**src/svm_defs.svh**
```systemverilog
// Register map, field positions, reset values and timing counts of the supply monitor.
`ifndef SVM_DEFS_SVH
`define SVM_DEFS_SVH

// Register byte addresses on the APB.
`define SVM_ADDR_CTRL      12'h000
`define SVM_ADDR_IRQF      12'h004
`define SVM_ADDR_STAT      12'h008
`define SVM_ADDR_MASK      12'h00c

// Field positions of voltage_monitor_control.
`define SVM_CTRL_LVL_MSB   2
`define SVM_CTRL_LVL_LSB   0
`define SVM_CTRL_EN_BIT    4
`define SVM_CTRL_FLAG_BIT  5

// Field position of the interrupt request flag register.
`define SVM_IRQF_BIT       0

// Event bits shared by the status and mask registers.
`define SVM_EVT_W          3
`define SVM_EVT_DLY_BIT    0
`define SVM_EVT_RISE_BIT   1
`define SVM_EVT_FALL_BIT   2

// Reset values.
`define SVM_CTRL_RST       8'h00
`define SVM_EVT_RST        3'h0

// Timing: clock period and the interrupt assertion delay, rounded up to cycles.
`define SVM_CLK_NS         40
`define SVM_IRQ_DELAY_NS   18000
`define SVM_IRQ_DELAY_CYC  ((`SVM_IRQ_DELAY_NS + `SVM_CLK_NS - 1) / `SVM_CLK_NS)
`define SVM_CNT_W          16

// Cycles software waits after enabling the detector before it trusts the flag.
// The value is a plain default; the analog settling time decides the real figure.
`define SVM_SETTLE_CYC     4

`endif

```
**src/svm_pkg.sv**
```systemverilog
// Types of the supply monitor: trip level codes and delay sequencer states.
package svm_pkg;

	// Trip levels, lowest first; the analog ladder maps each code to its voltage.
	typedef enum logic [2:0] {
		svm_lvl_1v8,
		svm_lvl_2v0,
		svm_lvl_2v4,
		svm_lvl_2v7,
		svm_lvl_3v0,
		svm_lvl_3v3,
		svm_lvl_3v6,
		svm_lvl_4v0
	} svm_trip_t;

	// States of the interrupt assertion delay.
	typedef enum logic [1:0] {
		svm_dly_idle,
		svm_dly_count,
		svm_dly_fired
	} svm_dly_t;

endpackage

```
**src/svm_sync.sv**
```systemverilog
// Two-stage synchroniser for the asynchronous comparator output.
`timescale 1ns/1ps
module svm_sync (
	// Clock and reset.
	input  wire logic pclk,
	input  wire logic presetn,
	// Asynchronous level in, synchronous level out.
	input  wire logic async_in,
	output logic      sync_out
);

	logic meta_q;

	// The first stage is read only by the second, so metastability never fans out.
	always_ff @(posedge pclk or negedge presetn) begin
		if (!presetn) begin
			meta_q   <= 1'b0;
			sync_out <= 1'b0;
		end else begin
			meta_q   <= async_in;
			sync_out <= meta_q;
		end
	end

endmodule

```
**src/svm_top.sv**
```systemverilog
// Supply voltage monitor control: APB registers, flag, delayed interrupt and wake-up.
// Operation
// - Three-bit code picks one of eight levels.
// - Flag high while supply below threshold.
// - Enable bit switches the detector on/off.
// - Sleep mode forces the detector off.
// - Interrupt only after delay from flag high; irq also rises one cycle after an unmasked flag rise/fall event.
// - Delay expiry sets interrupt request flag.
// - Interrupt request wakes device from idle; wake_req pulses only on expiry in idle while the request flag is clear.
// - Reserved bits zero, flag read-only, reset zero.
// - Repeated flag toggles are handled cleanly.
//
// The APB interface to the registers and the register addresses are this design's own decisions.
`timescale 1ns/1ps
`include "svm_defs.svh"
module svm_top
	import svm_pkg::*;
(
	// Clock and reset.
	input  wire logic        pclk,
	input  wire logic        presetn,
	// APB slave.
	input  wire logic        psel,
	input  wire logic        penable,
	input  wire logic        pwrite,
	input  wire logic [11:0] paddr,
	input  wire logic [31:0] pwdata,
	output logic      [31:0] prdata,
	output logic             pready,
	output logic             pslverr,
	// Analog comparator and its controls.
	input  wire logic        cmp_low_async,
	output logic             monitor_on,
	output logic      [2:0]  trip_level_select,
	// Power mode status from the power controller, same clock.
	input  wire logic        sleep_mode,
	input  wire logic        idle_mode,
	// Interrupt and wake-up.
	output logic             irq,
	output logic             wake_req
);

	localparam logic [`SVM_CNT_W-1:0] DLY_LAST = `SVM_CNT_W'(`SVM_IRQ_DELAY_CYC - 1);

	logic                  ctrl_en_q;
	svm_trip_t             ctrl_lvl_q;
	logic                  monitor_on_q;
	logic                  cmp_sync;
	logic                  flag_q;
	logic                  irqf_q;
	svm_dly_t              dly_st_q;
	logic [`SVM_CNT_W-1:0] dly_cnt_q;
	logic                  fire;
	logic [`SVM_EVT_W-1:0] stat_q;
	logic [`SVM_EVT_W-1:0] mask_q;
	logic [`SVM_EVT_W-1:0] stat_set;
	logic [`SVM_EVT_W-1:0] stat_clr_q;
	logic                  irq_q;
	logic                  wake_q;
	logic                  pready_q;
	logic                  pslverr_q;
	logic [31:0]           prdata_q;
	logic [31:0]           rd_val;
	logic                  addr_hit;
	logic                  setup;
	logic                  acc_done;
	logic                  wr_ctrl;
	logic                  wr_irqf;
	logic                  wr_mask;
	logic                  rd_stat_done;
	logic [`SVM_CNT_W-1:0] low_run_q;

	// Bus phase decode; the access completes on the edge where pready is seen high.
	assign setup        = psel && !penable;
	assign acc_done     = psel && penable && pready_q;
	assign addr_hit     = (paddr == `SVM_ADDR_CTRL) || (paddr == `SVM_ADDR_IRQF) ||
	                      (paddr == `SVM_ADDR_STAT) || (paddr == `SVM_ADDR_MASK);
	assign wr_ctrl      = acc_done && pwrite && (paddr == `SVM_ADDR_CTRL);
	assign wr_irqf      = acc_done && pwrite && (paddr == `SVM_ADDR_IRQF);
	assign wr_mask      = acc_done && pwrite && (paddr == `SVM_ADDR_MASK);
	assign rd_stat_done = acc_done && !pwrite && (paddr == `SVM_ADDR_STAT);

	// Read mux; unimplemented and reserved bits read as zero.
	always_comb begin
		rd_val = 32'h0000_0000;
		case (paddr)
			`SVM_ADDR_CTRL: begin
				rd_val[`SVM_CTRL_LVL_MSB:`SVM_CTRL_LVL_LSB] = ctrl_lvl_q;
				rd_val[`SVM_CTRL_EN_BIT]                    = ctrl_en_q;
				rd_val[`SVM_CTRL_FLAG_BIT]                  = flag_q;
			end
			`SVM_ADDR_IRQF: rd_val[`SVM_IRQF_BIT] = irqf_q;
			`SVM_ADDR_STAT: rd_val[`SVM_EVT_W-1:0] = stat_q;
			`SVM_ADDR_MASK: rd_val[`SVM_EVT_W-1:0] = mask_q;
			default: rd_val = 32'h0000_0000;
		endcase
	end

	// No wait state: data and the error answer are prepared in the setup cycle.
	always_ff @(posedge pclk or negedge presetn) begin
		if (!presetn) begin
			pready_q  <= 1'b0;
			pslverr_q <= 1'b0;
			prdata_q  <= 32'h0000_0000;
		end else begin
			pready_q  <= setup;
			pslverr_q <= setup && !addr_hit;
			if (setup) begin
				prdata_q <= rd_val;
			end
		end
	end

	// Remember which status bits were returned so only those are cleared.
	always_ff @(posedge pclk or negedge presetn) begin
		if (!presetn) begin
			stat_clr_q <= `SVM_EVT_RST;
		end else if (setup) begin
			stat_clr_q <= (paddr == `SVM_ADDR_STAT) && !pwrite ? stat_q : `SVM_EVT_RST;
		end
	end

	// Control register: enable and threshold are read/write and reset to zero.
	always_ff @(posedge pclk or negedge presetn) begin
		if (!presetn) begin
			ctrl_en_q  <= 1'b0;
			ctrl_lvl_q <= svm_lvl_1v8;
		end else if (wr_ctrl) begin
			ctrl_en_q  <= pwdata[`SVM_CTRL_EN_BIT];
			ctrl_lvl_q <= svm_trip_t'(pwdata[`SVM_CTRL_LVL_MSB:`SVM_CTRL_LVL_LSB]);
		end
	end

	// Detector power and trip code to the analog side; sleep overrides the enable bit.
	always_ff @(posedge pclk or negedge presetn) begin
		if (!presetn) begin
			monitor_on_q      <= 1'b0;
			trip_level_select <= 3'h0;
		end else begin
			monitor_on_q      <= ctrl_en_q && !sleep_mode;
			trip_level_select <= ctrl_lvl_q;
		end
	end

	assign monitor_on = monitor_on_q;

	// Comparator crosses into the clock domain here.
	svm_sync u_cmp_sync (
		.pclk     (pclk),
		.presetn  (presetn),
		.async_in (cmp_low_async),
		.sync_out (cmp_sync)
	);

	// Flag follows the comparator only while the detector is powered.
	// While settling after power-up the comparator may be wrong; software waits it out.
	always_ff @(posedge pclk or negedge presetn) begin
		if (!presetn) begin
			flag_q <= 1'b0;
		end else begin
			flag_q <= monitor_on_q && cmp_sync;
		end
	end

	// Delay sequencer: any drop of the flag restarts the wait, so chatter near the
	// threshold never produces an early request; a rise held for the full wait requests again.
	always_ff @(posedge pclk or negedge presetn) begin
		if (!presetn) begin
			dly_st_q  <= svm_dly_idle;
			dly_cnt_q <= '0;
		end else begin
			case (dly_st_q)
				svm_dly_idle: begin
					dly_cnt_q <= '0;
					if (flag_q) begin
						dly_st_q <= svm_dly_count;
					end
				end
				svm_dly_count: begin
					if (!flag_q) begin
						dly_st_q  <= svm_dly_idle;
						dly_cnt_q <= '0;
					end else if (dly_cnt_q == DLY_LAST) begin
						dly_st_q <= svm_dly_fired;
					end else begin
						dly_cnt_q <= dly_cnt_q + 1'b1;
					end
				end
				svm_dly_fired: begin
					if (!flag_q) begin
						dly_st_q  <= svm_dly_idle;
						dly_cnt_q <= '0;
					end
				end
				default: begin
					dly_st_q  <= svm_dly_idle;
					dly_cnt_q <= '0;
				end
			endcase
		end
	end

	assign fire = (dly_st_q == svm_dly_count) && flag_q && (dly_cnt_q == DLY_LAST);

	// Request flag: hardware set wins over a software clear in the same cycle.
	always_ff @(posedge pclk or negedge presetn) begin
		if (!presetn) begin
			irqf_q <= 1'b0;
		end else if (fire) begin
			irqf_q <= 1'b1;
		end else if (wr_irqf) begin
			irqf_q <= pwdata[`SVM_IRQF_BIT];
		end
	end

	// Wake only on a fresh request; a flag already high means no new edge.
	always_ff @(posedge pclk or negedge presetn) begin
		if (!presetn) begin
			wake_q <= 1'b0;
		end else begin
			wake_q <= fire && idle_mode && !irqf_q;
		end
	end

	assign wake_req = wake_q;

	// Sticky event bits: expiry, flag rise and flag fall.
	always_comb begin
		stat_set                   = `SVM_EVT_RST;
		stat_set[`SVM_EVT_DLY_BIT]  = fire;
		stat_set[`SVM_EVT_RISE_BIT] = monitor_on_q && cmp_sync && !flag_q;
		stat_set[`SVM_EVT_FALL_BIT] = flag_q && !(monitor_on_q && cmp_sync);
	end

	// A read clears what it returned; a new event in the clearing cycle survives.
	always_ff @(posedge pclk or negedge presetn) begin
		if (!presetn) begin
			stat_q <= `SVM_EVT_RST;
		end else if (rd_stat_done) begin
			stat_q <= (stat_q & ~stat_clr_q) | stat_set;
		end else begin
			stat_q <= stat_q | stat_set;
		end
	end

	// Mask register, same layout as status.
	always_ff @(posedge pclk or negedge presetn) begin
		if (!presetn) begin
			mask_q <= `SVM_EVT_RST;
		end else if (wr_mask) begin
			mask_q <= pwdata[`SVM_EVT_W-1:0];
		end
	end

	// Level interrupt, one register stage after the status bits.
	always_ff @(posedge pclk or negedge presetn) begin
		if (!presetn) begin
			irq_q <= 1'b0;
		end else begin
			irq_q <= |(stat_q & mask_q);
		end
	end

	assign irq     = irq_q;
	assign pready  = pready_q;
	assign pslverr = pslverr_q;
	assign prdata  = prdata_q;

	// Checking aid: number of consecutive cycles the flag has been high.
	always_ff @(posedge pclk or negedge presetn) begin
		if (!presetn) begin
			low_run_q <= '0;
		end else if (!flag_q) begin
			low_run_q <= '0;
		end else if (low_run_q != {`SVM_CNT_W{1'b1}}) begin
			low_run_q <= low_run_q + 1'b1;
		end
	end
endmodule

```
**config.mk**
```make
export PLATFORM = sky130hd
export DESIGN_NAME = svm_top
export DESIGN_NICKNAME = d
export VERILOG_FILES = /design/src/svm_pkg.sv /design/src/svm_sync.sv /design/src/svm_top.sv
export VERILOG_INCLUDE_DIRS = /design/src
export SDC_FILE = /design/constraint.sdc
export NUM_CORES = 1
export LEC_CHECK = 0
export BUFFER_PORTS_ARGS = -buffer_cell sky130_fd_sc_hd__buf_2
export CAP_MARGIN = 10
export CORE_AREA = 10 10 110 112
export CTS_CLUSTER_SIZE = 30
export DETAILED_ROUTE_END_ITERATION = 6
export DIE_AREA = 0 0 120 122
export PLACE_DENSITY = 0.44
export SLEW_MARGIN = 20
export SYNTH_ARGS = -nofsm -noshare
export SYNTH_HDL_FRONTEND = slang
export SYNTH_HIERARCHICAL = 1
export SYNTH_SLANG_ARGS = --single-unit
```
**constraint.sdc**
```tcl
create_clock -name pclk -period 3.1 [get_ports pclk]
set_clock_uncertainty 0.1 [all_clocks]
set_input_delay 0.465 -clock pclk [delete_from_list [all_inputs] [get_ports pclk]]
set_output_delay 0.465 -clock pclk [all_outputs]
set_load 0.005 [all_outputs]
```
# Word level (Yosys, flattened, before mapping)
# Cells that the tools add are included.
dict set report word_totals {
  ff_bits 48
  in_bits 52
  word_cells 85
}
dict set report classes {
  addsub 1
  eq_ne 10
  mux 16
  n_bitwise 5
  n_reduce_logical 35
}
# operator n
set op_table {}
lappend op_table {{two-way mux 16 bit} 3}
lappend op_table {{one-hot mux 16 bit (2 select lines)} 1}
lappend op_table {{== test 12 x 4 -> 1 bit, second input constant} 2}
lappend op_table {{logical AND 1 bit} 19}
lappend op_table {{adder 16 x 1 -> 16 bit, second input constant} 1}
lappend op_table {{== test 16 x 9 -> 1 bit, second input constant} 1}
lappend op_table {{== test 12 x 3 -> 1 bit, second input constant} 1}
lappend op_table {{logical NOT 12 bit} 1}
lappend op_table {{one-hot mux 2 bit (3 select lines)} 2}
lappend op_table {{two-way mux 2 bit} 5}
lappend op_table {{logical NOT 1 bit} 7}
lappend op_table {{AND 3 bit} 2}
lappend op_table {{two-way mux 3 bit} 2}
lappend op_table {{inequality test 3 bit, second input constant} 2}
lappend op_table {{OR 3 bit} 2}
lappend op_table {{inequality test 2 bit, second input constant} 2}
lappend op_table {{one-hot mux 1 bit (4 select lines)} 1}
lappend op_table {{logical OR 1 bit} 3}
lappend op_table {{inverter 3 bit} 1}
lappend op_table {{AND reduction 3 bit} 1}
lappend op_table {{OR reduction 3 bit} 1}
lappend op_table {{== test 2 x 1 -> 1 bit, second input constant} 1}
lappend op_table {{== test 2 bit, second input constant} 1}
lappend op_table {{logical NOT 2 bit} 1}
lappend op_table {{other kinds (3)} 4}

# Longest topological paths before layout
dict set report depth {
  word_depth 6
  mapped_depth 6
  mapped_depth_nobuf 6
}

# Hierarchy
# Netlist, hierarchy kept.
# module instances cells_each area_per_inst_um2 seq_area_each_um2
set by_module_without_submodules {}
lappend by_module_without_submodules {svm_top 1 236 2377.3 1151.1}
lappend by_module_without_submodules {svm_sync 1 2 50.0 50.0}

# Least setup slack after synthesis
# No wires, ideal clock.
dict set report synth_path {
  path_kind {input -> register}
  from {input port paddr[1]}
  to {register mask_q[0]}
  t_arrival_ns 1.604
  slack_ns 1.269
  path_stages 4
  path_buffers 0
  path_cell_list {nor4_4 and4_1 and3_1 mux2_1}
}
dict set report synth_between {
  elab_chain_len 2
}
# element line_no
set synth_rtl {}
lappend synth_rtl {{from (decl)} svm_top.sv:26} ;# input wire logic [11:0] paddr,
lappend synth_rtl {{== test 12 x 4 -> 1 bit} -}
lappend synth_rtl {{logical AND 1 bit} svm_top.sv:80} ;# assign wr_mask = acc_done && pwrite && (paddr == `SVM_ADDR_MASK);
lappend synth_rtl {{to (signal assigned)} svm_top.sv:249} ;# mask_q <= `SVM_EVT_RST;
lappend synth_rtl {{to (signal assigned)} svm_top.sv:251} ;# mask_q <= pwdata[`SVM_EVT_W-1:0];
lappend synth_rtl {{to (decl)} svm_top.sv:55} ;# logic [`SVM_EVT_W-1:0] mask_q;
# No other way between the ends.
# A chain may end at the register's enable or synchronous reset.

# Worst setup path after layout
dict set report layout_path {
  from {register dly_cnt_q[1]}
  to {register wake_q, in the netlist wake_req}
}
dict set report layout_between {
  elab_chain_len 4
}
# element line_no
set layout_rtl {}
lappend layout_rtl {{from (decl)} svm_top.sv:52} ;# logic [`SVM_CNT_W-1:0] dly_cnt_q;
lappend layout_rtl {{from (signal assigned)} svm_top.sv:186} ;# dly_cnt_q <= dly_cnt_q + 1'b1;
lappend layout_rtl {{== test 16 x 9 -> 1 bit} svm_top.sv:203} ;# assign fire = (dly_st_q == svm_dly_count) && flag_q && (dly_cnt_q == DLY_LAST);
lappend layout_rtl {{logical AND 1 bit} svm_top.sv:203}
lappend layout_rtl {{logical AND 1 bit (2 in a row)} svm_top.sv:221} ;# wake_q <= fire && idle_mode && !irqf_q;
lappend layout_rtl {{to (signal assigned)} svm_top.sv:221}
lappend layout_rtl {{to (decl)} svm_top.sv:59} ;# logic wake_q;
# No other way between the ends.

==> summary.txt <==
Cells and area
  • Area grow syn2layout: 14.0%
  • Commonest cells after routing, fill and taps aside: dfrtp_1 (48), buf_2 (36), conb_1 (27)
  • Commonest non-fill, non-tap cell in the layout: dfrtp_1
  • Diode count: 0
  • Layout cell share with drive strength beyond 1: between 10% and 20%
  • # fillers: roughly 1,100
  • Post-layout util: roughly 28%
  • Final nets: ~330

Synth
  • Synthesized flop and latch total: 48
  • Number of enable flip-flop cells after synthesis: 0
  • Sequential share of the synthesized area: slightly below 50%
  • Avg Inst Size Synth: around 10 sq um
  • Ys async rst share: 100%
  • Post-synthesis cell area: about 2400 sq um
  • Top_reg_cell synth: dfrtp_1
  • Synth warnings: 6
  • Xor and xnor area share after synthesis: approximately 1.1%
  • Post-synth cell types: 43
  • Synth Area in Compound Gates: between 10 and 15%
  • Largest family of logic cells by synthesized area: simple AND/OR/NAND/NOR gates
  • Post-synthesis mux area share: under 10%
  • Post-Synth Adder-Cell Area: ~1.0%
  • Simple-gate share of the synthesized area: about a fifth
  • Syn Inst Count: 238

Die
  • Die Span X: 120 microns
  • Die height: about 120 microns
  • DIE AREA: 14,600 sq um
  • Initial Utilization: about a quarter
  • Core area: around 10,000 sq um
  • Io pins: ~90
  • # rows: 37

Clocking
  • CTS tree: built
  • TritonCTS Buffers: 5
  • Post CTS Setup Buffer Count: 0
  • H-tree level count: 2
  • Root buf cell: clkbuf_8
  • Clk slew on worst S/H paths: around 0.1 ns
  • Post_cts resized: 0
  • Clock sink total: 48
  • CTS Buffer Depth: 2
  • Hold buffer count at cts: 0
  • Worst-Skew Late Latency: just over 0.3 ns

Power
  • VDD IR max: ~0.2 mV
  • Static Leak: ~1.3 nW
  • Cell Pwr Density: 420 nW/um^2

Detailed routing
  • WL final: 5780 microns
  • Vias per inst: 4.36
  • DRT iter0 DRCs: 63
  • Drc violations: 0
  • Pre-antenna DRT Iters: 4
  • ANT nets after route: 0
  • Wirelength per Cell: 14.1 microns
  • Via count: ~1,800

Run
  • Max-Cap Viols: 0

Placed design
  • Gpl congestion: slightly below 0.8
  • Place WS: about 0.89 ns
  • Buffers on Ports: 36
  • HPWL Detailed: ~4300 microns

Status
  • Outcome: finished, final reports clean

Global routing
  • Global-route wire length before repair: between 9000 and 10,000 microns
  • GRT overflow: 0
  • Gr usage total: slightly below 8%
  • Initial antenna violation count: 0
  • Largest net degree at the start of global routing: 27
  • Vias in the first global route: around 1,900

Timing
  • Setup ws final: 1.15 ns
  • Tcrit/Tclk final: a little over three fifths
  • Min Clock Period, post-route: 1.95 ns
  • Final hold vios: 0
  • Setup violators final: 0
  • Post-Route Setup TNS: 0 ns
  • Setup repair after global routing missed its margin: no
  • Fin. max-slew vios: 0
  • Worst-Margin Slew: ~0.63 ns
  • Slew HR: about three fifths
  • Fmax: between 0.5 and 0.6 GHz

Worst hold path
  • Hold WC Path Type: in2async

Worst setup path
  • R2R Setup Slk: roughly 1.1 ns
  • Critical path cell sequence: inv_1, ha_1, nor4b_1, nand4_1, or2_1, nor3b_1
  • Reg2reg start: dly_cnt_q[1]
  • Max incr delay on CP: about 0.43 ns
  • R2r endpoint: wake_req
  • Worst-path maximum fanout: 7
  • Worst setup path class: reg2reg
  • Worst Reg-to-Reg Cells: 6
  • Startpoint types: flop
  • CP max-delay cell: dfrtp_1
  • CP Capture Type: flop
  • Critical Path AT: approximately 2.1 ns
  • Critical Path RT: 3.22 ns
-- through the flow --
stage	total power, mW	area [sq um]	hold WS (ns)	instances
floorplan	0.692	2520	0.0694	264
global placement	0.705	2650	0.237	403
detailed placement	0.705	2650	0.237	403
CTS	1.18	2770	0.0745	411
global route	1.22	2770	0.105	411
finish	1.16	2770	0.0561	411
-- where the power goes --
group | switching (mW) | internal, mW | total [mW]
Clock | 0.227 | 0.243 | 0.471
Sequential | 0.000880 | 0.628 | 0.629
Combinational | 0.0439 | 0.0201 | 0.0640
-- sequential cells by signal, summed over array words and instances (netlist names) --
signal,count
dly_cnt_q,16
prdata,5
ctrl_lvl_q,3
mask_q,3
stat_clr_q,3
stat_q,3
trip_level_select,3
dly_st_q,2
ctrl_en_q,1
flag_q,1
irq,1
irqf_q,1
monitor_on,1
pready,1
pslverr,1
u_cmp_sync/meta_q,1
u_cmp_sync/sync_out,1
wake_req,1
-- final cells by class --
type                    count  area, sq um  area share, %
clock buffers               5         68.8           2.49
inverters                   7         26.3          0.949
flip-flops and latches     48         1200           43.4
repair buffers             38          195           7.05
well taps                 136          170           6.15
multi-input cells         174         1060           38.2
clock inverters             3         47.5           1.72
-- Yosys cell counts (6+ instances only) --
| cell type | instances | area share, % |
|---|---|---|
| dfrtp_1 | 48 | 49 |
| o21ai_1 | 15 | 3.1 |
| nor2_1 | 13 | 2.0 |
| a21oi_1 | 9 | 1.9 |
| mux2_1 | 7 | 3.2 |
| inv_1 | 7 | 1.1 |
| buf_4 | 28 | 8.7 |
| o31ai_1 | 8 | 2.5 |
| nand3_1 | 9 | 1.9 |
| nand4_1 | 6 | 1.5 |
| nand2_1 | 25 | 3.9 |
-- worst max-delay path: cells and delay by family, from the launching register on --
family / cells / cell delay [ns]
DFF: 1 / 0.43
buffers and inverters: 1 / 0.07
and+or+nand+nor: 4 / 1.14
adders and majority gates: 1 / 0.14
-- logic make-up after synthesis --
kind of cell	after synthesis
simple gates	87
flops	48
compound gates	45
buf+inv	42
mux	10
xor+xnor	3
fa+ha+maj	2
other cells	1
-- metal layers --
metal / global-route usage, % / up-vias / share of wire, %
met4: 2.04 / 0 / 0.85
li1: - / 860 / -
met2: 12.8 / 53 / 46
met5: 0 / - / 0
met1: 9.96 / 876 / 47
met3: 2.82 / 4 / 6.3
-- worst max path at each step --
| stage | from | slack (ns) | endpoint | cells after the start |
|---|---|---|---|---|
| final | dly_cnt_q[1] | 1.15 | wake_req | 6 |
| after global routing | dly_cnt_q[1] | 0.96 | wake_req | 6 |
| after CTS | dly_cnt_q[1] | 1.14 | wake_req | 6 |
| after detailed placement | paddr[1] | 0.89 | ctrl_lvl_q[2] | 5 |
| after global placement | paddr[1] | 0.89 | ctrl_lvl_q[1] | 5 |
| after floorplan | paddr[1] | 1.27 | mask_q[0] | 4 |
Power figures use the tool's default switching activity.
